**src/verilog/hbfm_map.svh**
```systemverilog
// constants and bit positions of the half-bridge fault manager
// Notes on behaviour
// - overcurrent lasting the filter time latches the switch off and sets its flag
// - overcurrent or open load also sets load_error_summary, global bit 6
// - switch with overcurrent flag set stays off, high impedance
// - enable control bits are never altered by faults; only the stage shuts
// - separate overcurrent flags kept per high-side and low-side switch
// - open load latches its per-switch flag, output state unchanged
// - temperature pre-warning latches global bit 1, outputs unchanged
// - temperature shutdown latches global bit 2, all outputs off until cleared
// - undervoltage latches bit 5, outputs off, auto recovery, flag stays
// - overvoltage latches bit 4, outputs off, auto recovery, flag stays
// - fault_indicator_n goes low on any listed fault
// - high and low side never on together; dead time between them
// - flags never self-clear; only a host clear or enable low removes them
// - enable low resets all flags and turns every output off
`ifndef HBFM_MAP_SVH
`define HBFM_MAP_SVH
`define HBFM_GS_PREWARN 1
`define HBFM_GS_TSHUT 2
`define HBFM_GS_OV 4
`define HBFM_GS_UV 5
`define HBFM_GS_LOADERR 6
`define HBFM_GS_W 8
`define HBFM_CLK_MHZ 200
`define HBFM_FILTER_NS 10000
`define HBFM_DEAD_NS 1000
`endif

```
**src/verilog/hbfm_pkg.sv**
```systemverilog
// types of the half-bridge fault manager
`default_nettype none
package hbfm_pkg;
  typedef enum logic [1:0] {HBFM_OFF, HBFM_HS_ON, HBFM_LS_ON, HBFM_DEAD} hbfm_leg_e;
endpackage : hbfm_pkg
`default_nettype wire

```
**src/verilog/hbfm_leg.sv**
```systemverilog
// one half-bridge: overcurrent filters, flags and dead-time sequencer
`timescale 1ns/100ps
`default_nettype none
`include "hbfm_map.svh"
module hbfm_leg
  import hbfm_pkg::*;
#(
  parameter int FILT_CYC = 2000,
  parameter int DEAD_CYC = 200
)(
  input wire logic CLK,
  input wire logic NRST,
  input wire logic en,
  input wire logic hs_req,
  input wire logic ls_req,
  input wire logic hs_oc_det,
  input wire logic ls_oc_det,
  input wire logic hs_ol_det,
  input wire logic ls_ol_det,
  input wire logic hs_oc_clr,
  input wire logic ls_oc_clr,
  input wire logic hs_ol_clr,
  input wire logic ls_ol_clr,
  input wire logic global_off,
  output logic hs_oc,
  output logic ls_oc,
  output logic hs_ol,
  output logic ls_ol,
  output logic hs_on,
  output logic ls_on
);
  localparam int CW = $clog2(FILT_CYC + DEAD_CYC + 2);
  logic [CW-1:0] hs_cnt, ls_cnt, dt_cnt;
  hbfm_leg_e st, next_st;
  // ************************************
  // overcurrent filters
  // ************************************
  wire hs_oc_hit = hs_on && hs_oc_det && (hs_cnt == CW'(FILT_CYC - 1));
  wire ls_oc_hit = ls_on && ls_oc_det && (ls_cnt == CW'(FILT_CYC - 1));
  always_ff @(posedge CLK or negedge NRST)
    if (!NRST)
    begin
      hs_cnt <= '0;
      ls_cnt <= '0;
    end
    else
    begin
      hs_cnt <= (hs_on && hs_oc_det && !hs_oc_hit) ? hs_cnt + 1'b1 : '0;
      ls_cnt <= (ls_on && ls_oc_det && !ls_oc_hit) ? ls_cnt + 1'b1 : '0;
    end
  // ************************************
  // per-switch flags, set wins over clear
  // ************************************
  always_ff @(posedge CLK or negedge NRST)
    if (!NRST)
    begin
      hs_oc <= 1'b0;
      ls_oc <= 1'b0;
      hs_ol <= 1'b0;
      ls_ol <= 1'b0;
    end
    else if (!en)
    begin
      hs_oc <= 1'b0;
      ls_oc <= 1'b0;
      hs_ol <= 1'b0;
      ls_ol <= 1'b0;
    end
    else
    begin
      hs_oc <= hs_oc_hit | (hs_oc & ~hs_oc_clr) | (hs_oc & hs_oc_det);
      ls_oc <= ls_oc_hit | (ls_oc & ~ls_oc_clr) | (ls_oc & ls_oc_det);
      // open-load detect arrives already qualified by the live gate
      hs_ol <= hs_ol_det | (hs_ol & ~hs_ol_clr);
      ls_ol <= ls_ol_det | (ls_ol & ~ls_ol_clr);
    end
  // ************************************
  // dead-time sequencer
  // ************************************
  wire hs_ok = en && hs_req && !ls_req && !hs_oc && !hs_oc_hit && !global_off;
  wire ls_ok = en && ls_req && !hs_req && !ls_oc && !ls_oc_hit && !global_off;
  wire dt_done = (dt_cnt == CW'(DEAD_CYC - 1));
  always_comb
  begin
    next_st = st;
    case (st)
      HBFM_OFF: next_st = hs_ok ? HBFM_HS_ON : (ls_ok ? HBFM_LS_ON : HBFM_OFF);
      HBFM_HS_ON: next_st = hs_ok ? HBFM_HS_ON : HBFM_DEAD;
      HBFM_LS_ON: next_st = ls_ok ? HBFM_LS_ON : HBFM_DEAD;
      HBFM_DEAD: next_st = dt_done ? HBFM_OFF : HBFM_DEAD;
      default: next_st = HBFM_OFF;
    endcase
  end
  always_ff @(posedge CLK or negedge NRST)
    if (!NRST)
    begin
      st <= HBFM_OFF;
      dt_cnt <= '0;
    end
    else
    begin
      st <= next_st;
      dt_cnt <= (st == HBFM_DEAD && !dt_done) ? dt_cnt + 1'b1 : '0;
    end
  assign hs_on = (st == HBFM_HS_ON);
  assign ls_on = (st == HBFM_LS_ON);
endmodule : hbfm_leg
`default_nettype wire

```
**src/verilog/hbfm_top.sv**
```systemverilog
// twelve-leg fault manager with global flags and fault pin
`timescale 1ns/100ps
`default_nettype none
`include "hbfm_map.svh"
module hbfm_top
  import hbfm_pkg::*;
#(
  parameter int LEGS = 12,
  parameter int FILT_CYC = (`HBFM_FILTER_NS * `HBFM_CLK_MHZ + 999) / 1000,
  parameter int DEAD_CYC = (`HBFM_DEAD_NS * `HBFM_CLK_MHZ + 999) / 1000
)(
  input wire logic CLK,
  input wire logic NRST,
  input wire logic EN,
  input wire logic [LEGS-1:0] HIGH_SIDE_ENABLE,
  input wire logic [LEGS-1:0] LOW_SIDE_ENABLE,
  input wire logic [LEGS-1:0] HS_OC_DET,
  input wire logic [LEGS-1:0] LS_OC_DET,
  input wire logic [LEGS-1:0] HS_OL_DET,
  input wire logic [LEGS-1:0] LS_OL_DET,
  input wire logic TEMP_WARN_DET,
  input wire logic TEMP_SD_DET,
  input wire logic SUPPLY_UV_DET,
  input wire logic SUPPLY_OV_DET,
  input wire logic [LEGS-1:0] HS_OC_CLR,
  input wire logic [LEGS-1:0] LS_OC_CLR,
  input wire logic [LEGS-1:0] HS_OL_CLR,
  input wire logic [LEGS-1:0] LS_OL_CLR,
  input wire logic [`HBFM_GS_W-1:0] GLOBAL_CLR,
  output logic [LEGS-1:0] HIGH_SIDE_OVERCURRENT_FLAG,
  output logic [LEGS-1:0] LOW_SIDE_OVERCURRENT_FLAG,
  output logic [LEGS-1:0] HIGH_SIDE_OPEN_LOAD_FLAG,
  output logic [LEGS-1:0] LOW_SIDE_OPEN_LOAD_FLAG,
  output logic [`HBFM_GS_W-1:0] GLOBAL_STATUS_ONE,
  output logic [LEGS-1:0] HS_GATE,
  output logic [LEGS-1:0] LS_GATE,
  output logic FAULT_INDICATOR_N
);
  logic prewarn, tshut, uv, ov, load_err;
  logic [LEGS-1:0] hs_on, ls_on;
  // ************************************
  // global output shutdown
  // ************************************
  wire global_off = tshut | TEMP_SD_DET | SUPPLY_UV_DET | SUPPLY_OV_DET;
  // ************************************
  // legs
  // ************************************
  genvar g;
  generate
    for (g = 0; g < LEGS; g++)
    begin : g_leg
      hbfm_leg #(.FILT_CYC(FILT_CYC), .DEAD_CYC(DEAD_CYC)) u_leg (
        .CLK(CLK),
        .NRST(NRST),
        .en(EN),
        .hs_req(HIGH_SIDE_ENABLE[g]),
        .ls_req(LOW_SIDE_ENABLE[g]),
        .hs_oc_det(HS_OC_DET[g]),
        .ls_oc_det(LS_OC_DET[g]),
        .hs_ol_det(HS_OL_DET[g] & HS_GATE[g]),
        .ls_ol_det(LS_OL_DET[g] & LS_GATE[g]),
        .hs_oc_clr(HS_OC_CLR[g]),
        .ls_oc_clr(LS_OC_CLR[g]),
        .hs_ol_clr(HS_OL_CLR[g]),
        .ls_ol_clr(LS_OL_CLR[g]),
        .global_off(global_off),
        .hs_oc(HIGH_SIDE_OVERCURRENT_FLAG[g]),
        .ls_oc(LOW_SIDE_OVERCURRENT_FLAG[g]),
        .hs_ol(HIGH_SIDE_OPEN_LOAD_FLAG[g]),
        .ls_ol(LOW_SIDE_OPEN_LOAD_FLAG[g]),
        .hs_on(hs_on[g]),
        .ls_on(ls_on[g])
      );
    end
  endgenerate
  // ************************************
  // global flags
  // ************************************
  wire leg_flag_any = |{HIGH_SIDE_OVERCURRENT_FLAG, LOW_SIDE_OVERCURRENT_FLAG,
                        HIGH_SIDE_OPEN_LOAD_FLAG, LOW_SIDE_OPEN_LOAD_FLAG};
  always_ff @(posedge CLK or negedge NRST)
    if (!NRST)
    begin
      prewarn <= 1'b0;
      tshut <= 1'b0;
      uv <= 1'b0;
      ov <= 1'b0;
      load_err <= 1'b0;
    end
    else if (!EN)
    begin
      prewarn <= 1'b0;
      tshut <= 1'b0;
      uv <= 1'b0;
      ov <= 1'b0;
      load_err <= 1'b0;
    end
    else
    begin
      prewarn <= TEMP_WARN_DET | (prewarn & ~GLOBAL_CLR[`HBFM_GS_PREWARN]);
      tshut <= TEMP_SD_DET | (tshut & ~GLOBAL_CLR[`HBFM_GS_TSHUT]);
      uv <= SUPPLY_UV_DET | (uv & ~GLOBAL_CLR[`HBFM_GS_UV]);
      ov <= SUPPLY_OV_DET | (ov & ~GLOBAL_CLR[`HBFM_GS_OV]);
      // summary holds while any per-switch flag remains
      load_err <= leg_flag_any | (load_err & ~GLOBAL_CLR[`HBFM_GS_LOADERR]);
    end
  always_comb
  begin
    GLOBAL_STATUS_ONE = '0;
    GLOBAL_STATUS_ONE[`HBFM_GS_PREWARN] = prewarn;
    GLOBAL_STATUS_ONE[`HBFM_GS_TSHUT] = tshut;
    GLOBAL_STATUS_ONE[`HBFM_GS_OV] = ov;
    GLOBAL_STATUS_ONE[`HBFM_GS_UV] = uv;
    GLOBAL_STATUS_ONE[`HBFM_GS_LOADERR] = load_err;
  end
  // ************************************
  // outputs
  // ************************************
  always_ff @(posedge CLK or negedge NRST)
    if (!NRST)
    begin
      HS_GATE <= '0;
      LS_GATE <= '0;
      FAULT_INDICATOR_N <= 1'b1;
    end
    else
    begin
      HS_GATE <= hs_on & {LEGS{EN & ~global_off}};
      LS_GATE <= ls_on & {LEGS{EN & ~global_off}};
      FAULT_INDICATOR_N <= ~(prewarn | tshut | uv | ov | load_err | leg_flag_any);
    end
endmodule : hbfm_top
`default_nettype wire

```
**config.mk**
```make
export PLATFORM = sky130hd
export DESIGN_NAME = hbfm_top
export DESIGN_NICKNAME = d
export VERILOG_FILES = /design/src/verilog/hbfm_pkg.sv /design/src/verilog/hbfm_leg.sv /design/src/verilog/hbfm_top.sv
export VERILOG_INCLUDE_DIRS = /design/src /design/src/verilog
export SDC_FILE = /design/constraint.sdc
export NUM_CORES = 1
export LEC_CHECK = 0
export ABC_AREA = 1
export ABC_CLOCK_PERIOD_IN_PS = 5000
export BUFFER_PORTS_ARGS = -buffer_cell sky130_fd_sc_hd__buf_2
export CAP_MARGIN = 0
export CELL_PAD_IN_SITES_DETAIL_PLACEMENT = 0
export CELL_PAD_IN_SITES_GLOBAL_PLACEMENT = 1
export CORE_MARGIN = 2
export CORE_UTILIZATION = 30
export DETAILED_ROUTE_END_ITERATION = 6
export GPL_TIMING_DRIVEN = 0
export PLACE_DENSITY = 0.58
export SLEW_MARGIN = 10
export SYNTH_ARGS = -nofsm -noshare
export SYNTH_HDL_FRONTEND = slang
export SYNTH_SLANG_ARGS = --single-unit
export TNS_END_PERCENT = 30
```
**constraint.sdc**
```tcl
create_clock -name CLK -period 5 [get_ports CLK]
set_clock_uncertainty 0.2 [all_clocks]
set_input_delay 0.25 -clock CLK [delete_from_list [all_inputs] [get_ports CLK]]
set_output_delay 0.25 -clock CLK [all_outputs]
set_load 0.05 [all_outputs]
```
==> results.py, run 1 <==
metrics = {
    "floorplanning": {
        "die_w_um": 303,
        "start_util_pct": 30.30,
        "ioPinCount": 216,
        "fp.dieH_um": 303,
        "die-area_sq_mm": 0.09181,
        "num_rows": 109,
        "core-area_sq_mm": 0.08851,
    },
    "timing": {
        "setup_viol": 0,
        "rsz0062_at_grt": "no",
        "worst_slack_ns": 0.8640,
        "setup_tns_ns": 0,
        "tightest_slew_ns": 1.248,
        "slew-limit-headroom_pct": 16.78,
        "fin_crit_sh_pct": 82.72,
        "fmax_ghz": 0.2418,
        "hold_viol": 0,
        "slew_viol_final": 0,
        "post-route-min-period_ns": 4.136,
    },
    "cts": {
        "cts-root-buf": "clkbuf_16",
        "numCtsBuffers": 68,
        "clk_latency_ns": 0.59,
        "clockBufferDepth": 3,
        "ctsResizeCount": 0,
        "path_clk_slew_ns": 0.06,
        "clock_sinks": 534,
        "cts_tree": "built",
        "htree_levels": 3,
    },
    "routing": {
        "wirelength_um": 70890,
        "drc": 32,
        "viasPerCell": 4.381,
        "post_drt_wl_per_cell_um": 13.89,
        "ant_nets": 0,
        "num_vias": 22357,
        "drt_pass1_iterations": 7,
        "drtIter0Drc": 1018,
    },
    "grt": {
        "grt_pass1_wl_um": 116300,
        "track_usage_pct": 15.72,
        "first_global_vias": 22210,
        "grt.overflow.total": 0,
        "grt_start_max_net_pins": 105,
        "grt_antenna_before_repair": 7,
    },
    "synth": {
        "syn_inst": 3398,
        "synth_warnings": 0,
        "syn_area_per_cell_sq_um": 7.893,
        "synthFlopType": "dfrtp_1",
        "ys_async_sr_fraction_pct": 100.0,
        "ys_seq_area_share_pct": 49.83,
        "synth.distinct_cells": 35,
        "syn-cell-area_sq_mm": 0.02682,
        "ys_seq_elements": 534,
        "synth_edf_count": 0,
    },
    "power_and_ir_drop": {
        "p_per_area_mw_per_mm2": 281.1,
        "peakVddDrop_mv": 0.2093,
        "power_w": 0.009495,
        "p_leak_nw": 15.74,
    },
    "min_path": {
        "worstHoldPathType": "input port to async pin",
    },
    "worst_setup_path": {
        "crit_type": "flip-flop to flip-flop",
        "critPathCaptureType": "flip-flop",
        "cp_max_fo": 10,
        "arrival_ns": 4.41,
        "critPathLaunchType": "flip-flop",
        "critPathRequiredTime_ns": 5.27,
    },
    "status": {
        "violations": "DRC",
        "status": "finished, violations left",
    },
    "placement": {
        "dp_hpwl_um": 51430,
        "placedCellCount": 4780,
        "place_worst_setup_slack_ns": 2.278,
        "globalplace.congestion": 0.7650,
        "placed_area_sq_mm": 0.02951,
        "port_buffers": 209,
    },
    "finish": {
        "mostFrequentLayoutCells": "nand2_1, nor2_1, dfrtp_1, inv_1, buf_2",
        "fin_nets": 4064,
        "finalNonFillerCells": 5103,
        "final_area_sq_mm": 0.03378,
        "multi_input_area_sq_mm": 0.01118,
        "final_common_cell": "nand2_1",
        "drive_above_1_share_pct": 11.35,
        "area_growth_pct": 25.95,
        "area.sequential_sq_mm": 0.01336,
        "nFillCells": 9243,
    },
    "job": {
        "maxCapViolations": 0,
    },
}
## Yosys cell counts (18+ instances only)
library cell,instances,area (sq um)
a21oi_1,107,535.5
buf_4,67,503.0
dfrtp_1,533,13340
ha_1,36,450.4
inv_1,421,1580
nand2_1,736,2763
nand3_1,211,1056
nand3b_1,18,135.1
nand4_1,40,250.2
nor2_1,663,2489
nor3_1,212,1061
nor3b_1,56,420.4
nor4_1,24,150.1
o21ai_0,47,235.2
xor2_1,125,1095
## stage by stage
step | hold slack (ns) | utilization, %
2_1_floorplan | -0.2456 | -
3_3_place_gp | 0.2478 | 33.14
3_5_place_dp | 0.005366 | 33.34
4_1_cts | 0.03253 | 38.15
5_1_grt | 0.05257 | 38.16
6_report | 0.07622 | 38.17
## cells by family after synthesis
kind of cell	after synthesis	share of synthesized area (%)
buffers and inverters	524	8.546
flip-flops	534	49.83
other	1	0.01398
AND/OR/NAND/NOR	1998	32.20
adder cells (fa/ha/maj)	36	1.679
XOR/XNOR	136	4.441
AO/OA/AOI/OAI	169	3.294
## timing repair
action / 4_1_cts / 5_1_grt
endpoints found under the hold margin: 406 / 0
hold buffers: 207 / 0
setup buffers: 0 / 0
## worst paths after layout
kind,start,endpoint,slack (ns),cells past startpoint
setup reg to reg,tshut,g_leg[10].u_leg.st[1],0.86,10
hold / removal,NRST,FAULT_INDICATOR_N,0.08,2
min in group CLK,LS_OC_DET[10],g_leg[10].u_leg.ls_oc,0.10,5
hold reg to reg,g_leg[5].u_leg.hs_cnt[0],g_leg[5].u_leg.hs_cnt[0],0.26,1
setup / recovery,tshut,g_leg[10].u_leg.st[1],0.86,10
max in group asynchronous,NRST,g_leg[11].u_leg.hs_cnt[7],3.16,5
## registers in the layout, summed over array words and instances (netlist names), 12 cells and up
| signal | count |
|---|---|
| HS_GATE | 12 |
| g_leg.u_leg.ls_cnt | 144 |
| g_leg.u_leg.ls_oc | 12 |
| g_leg.u_leg.hs_oc | 12 |
| g_leg.u_leg.st | 24 |
| g_leg.u_leg.hs_ol | 12 |
| g_leg.u_leg.dt_cnt | 144 |
| LS_GATE | 12 |
| g_leg.u_leg.ls_ol | 12 |
| g_leg.u_leg.hs_cnt | 144 |
## worst max-delay path, cell delays in order (launching register included)
cell and delay, ns:
dfrtp_1 0.39, nor2_1 0.49, nand3_1 0.20, clkbuf_1 0.55, nor3_1 0.29, dlygate4sd3_1 0.60, nand2_1 0.05, dlygate4sd3_1 0.55
nand2_1 0.07, nand3_1 0.06, dlygate4sd3_1 0.55
## routing by layer
metal / global-route usage (%) / vias up / part of all wire, %
met2: 24.69 / 253 / 44
met4: 4.070 / 4 / 2.0
met1: 22.49 / 10346 / 50
met3: 2.535 / 90 / 3.6
met5: 0 / - / 0.034
li1: - / 11664 / -
## report_power, final
part	switching, W	internal [W]	total (W)
registers	0.00000224	0.00433	0.00433
clock network	0.00189	0.00293	0.00482
logic	0.000195	0.000146	0.000341
total	0.00209	0.00740	0.00950
## area by class of cell
| cell class | count | share of cell area [%] |
|---|---|---|
| clock inverter | 12 | 0.4185 |
| inverter | 424 | 4.711 |
| buffer | 100 | 2.089 |
| multi-input combinational | 2342 | 33.09 |
| antenna | 1 | 0.007408 |
| sequential | 534 | 39.56 |
| tap | 1165 | 4.315 |
| clock buffer | 102 | 5.989 |
| timing repair buffer | 423 | 9.823 |
No activity file was read; power rests on OpenSTA's default activity.
==> inputs of run 2 (changes only) <==
--- a/config.mk
+++ b/config.mk
@@ -7,7 +7,7 @@
 export NUM_CORES = 1
 export LEC_CHECK = 0
 export ABC_AREA = 1
-export ABC_CLOCK_PERIOD_IN_PS = 5000
+export ABC_CLOCK_PERIOD_IN_PS = 3700
 export BUFFER_PORTS_ARGS = -buffer_cell sky130_fd_sc_hd__buf_2
 export CAP_MARGIN = 0
 export CELL_PAD_IN_SITES_DETAIL_PLACEMENT = 0
@@ -16,7 +16,7 @@
 export CORE_UTILIZATION = 30
 export DETAILED_ROUTE_END_ITERATION = 6
 export GPL_TIMING_DRIVEN = 0
-export PLACE_DENSITY = 0.58
+export PLACE_DENSITY = 0.6
 export SLEW_MARGIN = 10
 export SYNTH_ARGS = -nofsm -noshare
 export SYNTH_HDL_FRONTEND = slang
==> constraint.sdc (replaced) <==
create_clock -name CLK -period 3.7 [get_ports CLK]
set_clock_uncertainty 0.2 [all_clocks]
set_input_delay 0.185 -clock CLK [delete_from_list [all_inputs] [get_ports CLK]]
set_output_delay 0.185 -clock CLK [all_outputs]
set_load 0.05 [all_outputs]
==> run 2 against run 1 <==
- the flow still finishes with violations (DRC)
- sequential power grew 35%
- register-to-register slack lost 0.54 ns
- worst setup slack lost 0.54 ns
- total power grew 36%
- maximum frequency grew 23%
- non-clock buffer count grew 19
- final cell count grew 0.39%
- largest cell class unchanged
==> results.py, run 2 (synthesis gave the netlist of run 1 again) <==
metrics = {
    "routing": {
        "drtIter0Drc": 1060,
        "wirelength_um": 70210,
        "viasPerCell": 4.381,
        "drt_pass1_iterations": 7,
        "ant_nets": 0,
        "drc": 17,
        "num_vias": 22442,
        "post_drt_wl_per_cell_um": 13.70,
    },
    "placement": {
        "place_worst_setup_slack_ns": 1.059,
        "port_buffers": 209,
        "placedCellCount": 4780,
        "dp_hpwl_um": 50560,
        "globalplace.congestion": 0.7768,
    },
    "cts": {
        "htree_levels": 3,
        "cts-root-buf": "clkbuf_16",
        "path_clk_slew_ns": 0.06,
        "cts_tree": "built",
        "clock_sinks": 534,
        "clk_latency_ns": 0.59,
        "numCtsBuffers": 69,
        "clockBufferDepth": 3,
    },
    "worst_setup_path": {
        "cp_max_fo": 10,
        "arrival_ns": 3.65,
        "critPathLaunchType": "flip-flop",
        "crit_end": "g_leg[10].u_leg.st[0]",
        "worstReg2RegStart": "tshut",
        "reg2reg_slack_ns": 0.33,
        "r2r_cells": 9,
        "reg2reg_to": "g_leg[10].u_leg.st[0]",
        "critPathCaptureType": "flip-flop",
        "crit_type": "flip-flop to flip-flop",
        "critPathRequiredTime_ns": 3.97,
        "crit_start": "tshut",
    },
    "floorplanning": {
        "die-area_sq_mm": 0.09181,
        "num_rows": 109,
        "fp.dieH_um": 303,
        "ioPinCount": 216,
        "die_w_um": 303,
        "start_util_pct": 30.30,
        "core-area_sq_mm": 0.08851,
    },
    "status": {
        "status": "finished, violations left",
        "violations": "DRC",
    },
    "timing": {
        "fmax_ghz": 0.2963,
        "tightest_slew_ns": 1.111,
        "setup_viol": 0,
        "rsz0062_at_grt": "no",
        "slew_viol_final": 0,
        "hold_viol": 0,
        "slew-limit-headroom_pct": 25.92,
        "post-route-min-period_ns": 3.375,
        "fin_crit_sh_pct": 91.21,
        "worst_slack_ns": 0.3253,
    },
    "finish": {
        "fin_nets": 4084,
        "n_antenna_cell": 0,
        "final_common_cell": "nand2_1",
        "mostFrequentLayoutCells": "nand2_1, nor2_1, dfrtp_1, inv_1, buf_2",
        "area_growth_pct": 26.84,
        "drive_above_1_share_pct": 11.34,
        "top_regs": "g_leg.u_leg.dt_cnt (144), g_leg.u_leg.hs_cnt (144), g_leg.u_leg.ls_cnt (144)",
        "finalNonFillerCells": 5123,
    },
    "grt": {
        "grt.overflow.total": 0,
        "track_usage_pct": 15.64,
        "first_global_vias": 22733,
        "grt_start_max_net_pins": 95,
        "grt_antenna_before_repair": 6,
        "grt_pass1_wl_um": 116000,
    },
    "power_and_ir_drop": {
        "pwr-share-clk_pct": 51.1,
        "p_int_w": 0.01009,
        "switching_share_pct": 21.91,
        "peakVddDrop_mv": 0.3041,
        "switchingPower_w": 0.002831,
        "p_leak_nw": 15.82,
        "p_per_area_mw_per_mm2": 379.7,
        "seq_power_share_pct": 45.3,
        "power_frac_comb_pct": 3.6,
    },
    "job": {
        "maxCapViolations": 0,
    },
    "min_path": {
        "worstHoldPathType": "input port to flip-flop",
    },
}
[run 2: power by group through the flow]
stage	Sequential (W)	Combinational [W]	Clock (W)
after global placement	0.00596	0.000330	0
after floorplan	0.00596	0.0000737	0
final	0.00585	0.000461	0.00660
after CTS	0.00585	0.000479	0.00688
after detailed placement	0.00596	0.000356	0
after global routing	0.00585	0.000518	0.00708
[run 2: repair_timing]
item,4_1_cts,5_1_grt
gates resized for setup,0,1
endpoints found under the setup margin,0,5
hold endpoints to repair,415,0
setup buffers,0,0
hold buffers,227,0
[run 2: layout make-up]
cell class / instances / area [sq um]
fill: 9220 / 54490
sequential: 534 / 13360
multi-input combinational: 2342 / 11170
timing repair buffer: 442 / 3511
clock buffer: 108 / 2118
inverter: 424 / 1592
tap: 1165 / 1458
buffer: 100 / 708.2
clock inverter: 8 / 93.84
[run 2: how the worst min path moves through the flow]
stage | start | end | slack [ns] | cells past startpoint
finish | HS_OL_DET[1] | g_leg[1].u_leg.hs_ol | 0.18 | 4
global route | LS_OL_DET[11] | g_leg[11].u_leg.ls_ol | 0.18 | 4
CTS | HS_OL_DET[1] | g_leg[1].u_leg.hs_ol | 0.14 | 4
detailed placement | NRST | g_leg[1].u_leg.ls_cnt[8] | -0.08 | 1
global placement | GLOBAL_CLR[2] | tshut | 0.17 | 2
floorplan | NRST | HS_GATE[0] | -0.31 | 0
[run 2: critical path, cell delays in order, from the launching register on]
cell           delay, ns
dfrtp_1             0.40
nor2_2              0.34
nand3_1             0.17
clkbuf_2            0.48
nor3_1              0.36
nand2_1             0.08
dlygate4sd3_1       0.56
nand2_1             0.06
nand3_1             0.06
dlygate4sd3_1       0.55
[run 2: layer usage]
metal | global-route usage [%] | vias up | wire length [um]
li1 | - | 11704 | -
met1 | 22.17 | 10355 | 35180
met2 | 24.71 | 285 | 30630
met3 | 2.592 | 94 | 2848
met4 | 4.093 | 4 | 1517
met5 | 0 | - | 27
[run 2: per-stage QoR]
stage          power (W)  util, %  area (sq um)  TNS [ns]  hold WS, ns
4_1_cts          0.01321    38.43         34020         0       0.1372
6_report         0.01292    38.43         34020         0       0.1848
5_1_grt          0.01345    38.43         34020         0       0.1814
2_1_floorplan   0.006033        -         26830         0      -0.3106
3_5_place_dp    0.006311    33.34         29510         0     -0.07846
3_3_place_gp    0.006290    33.14         29330  -5171.07       0.1681
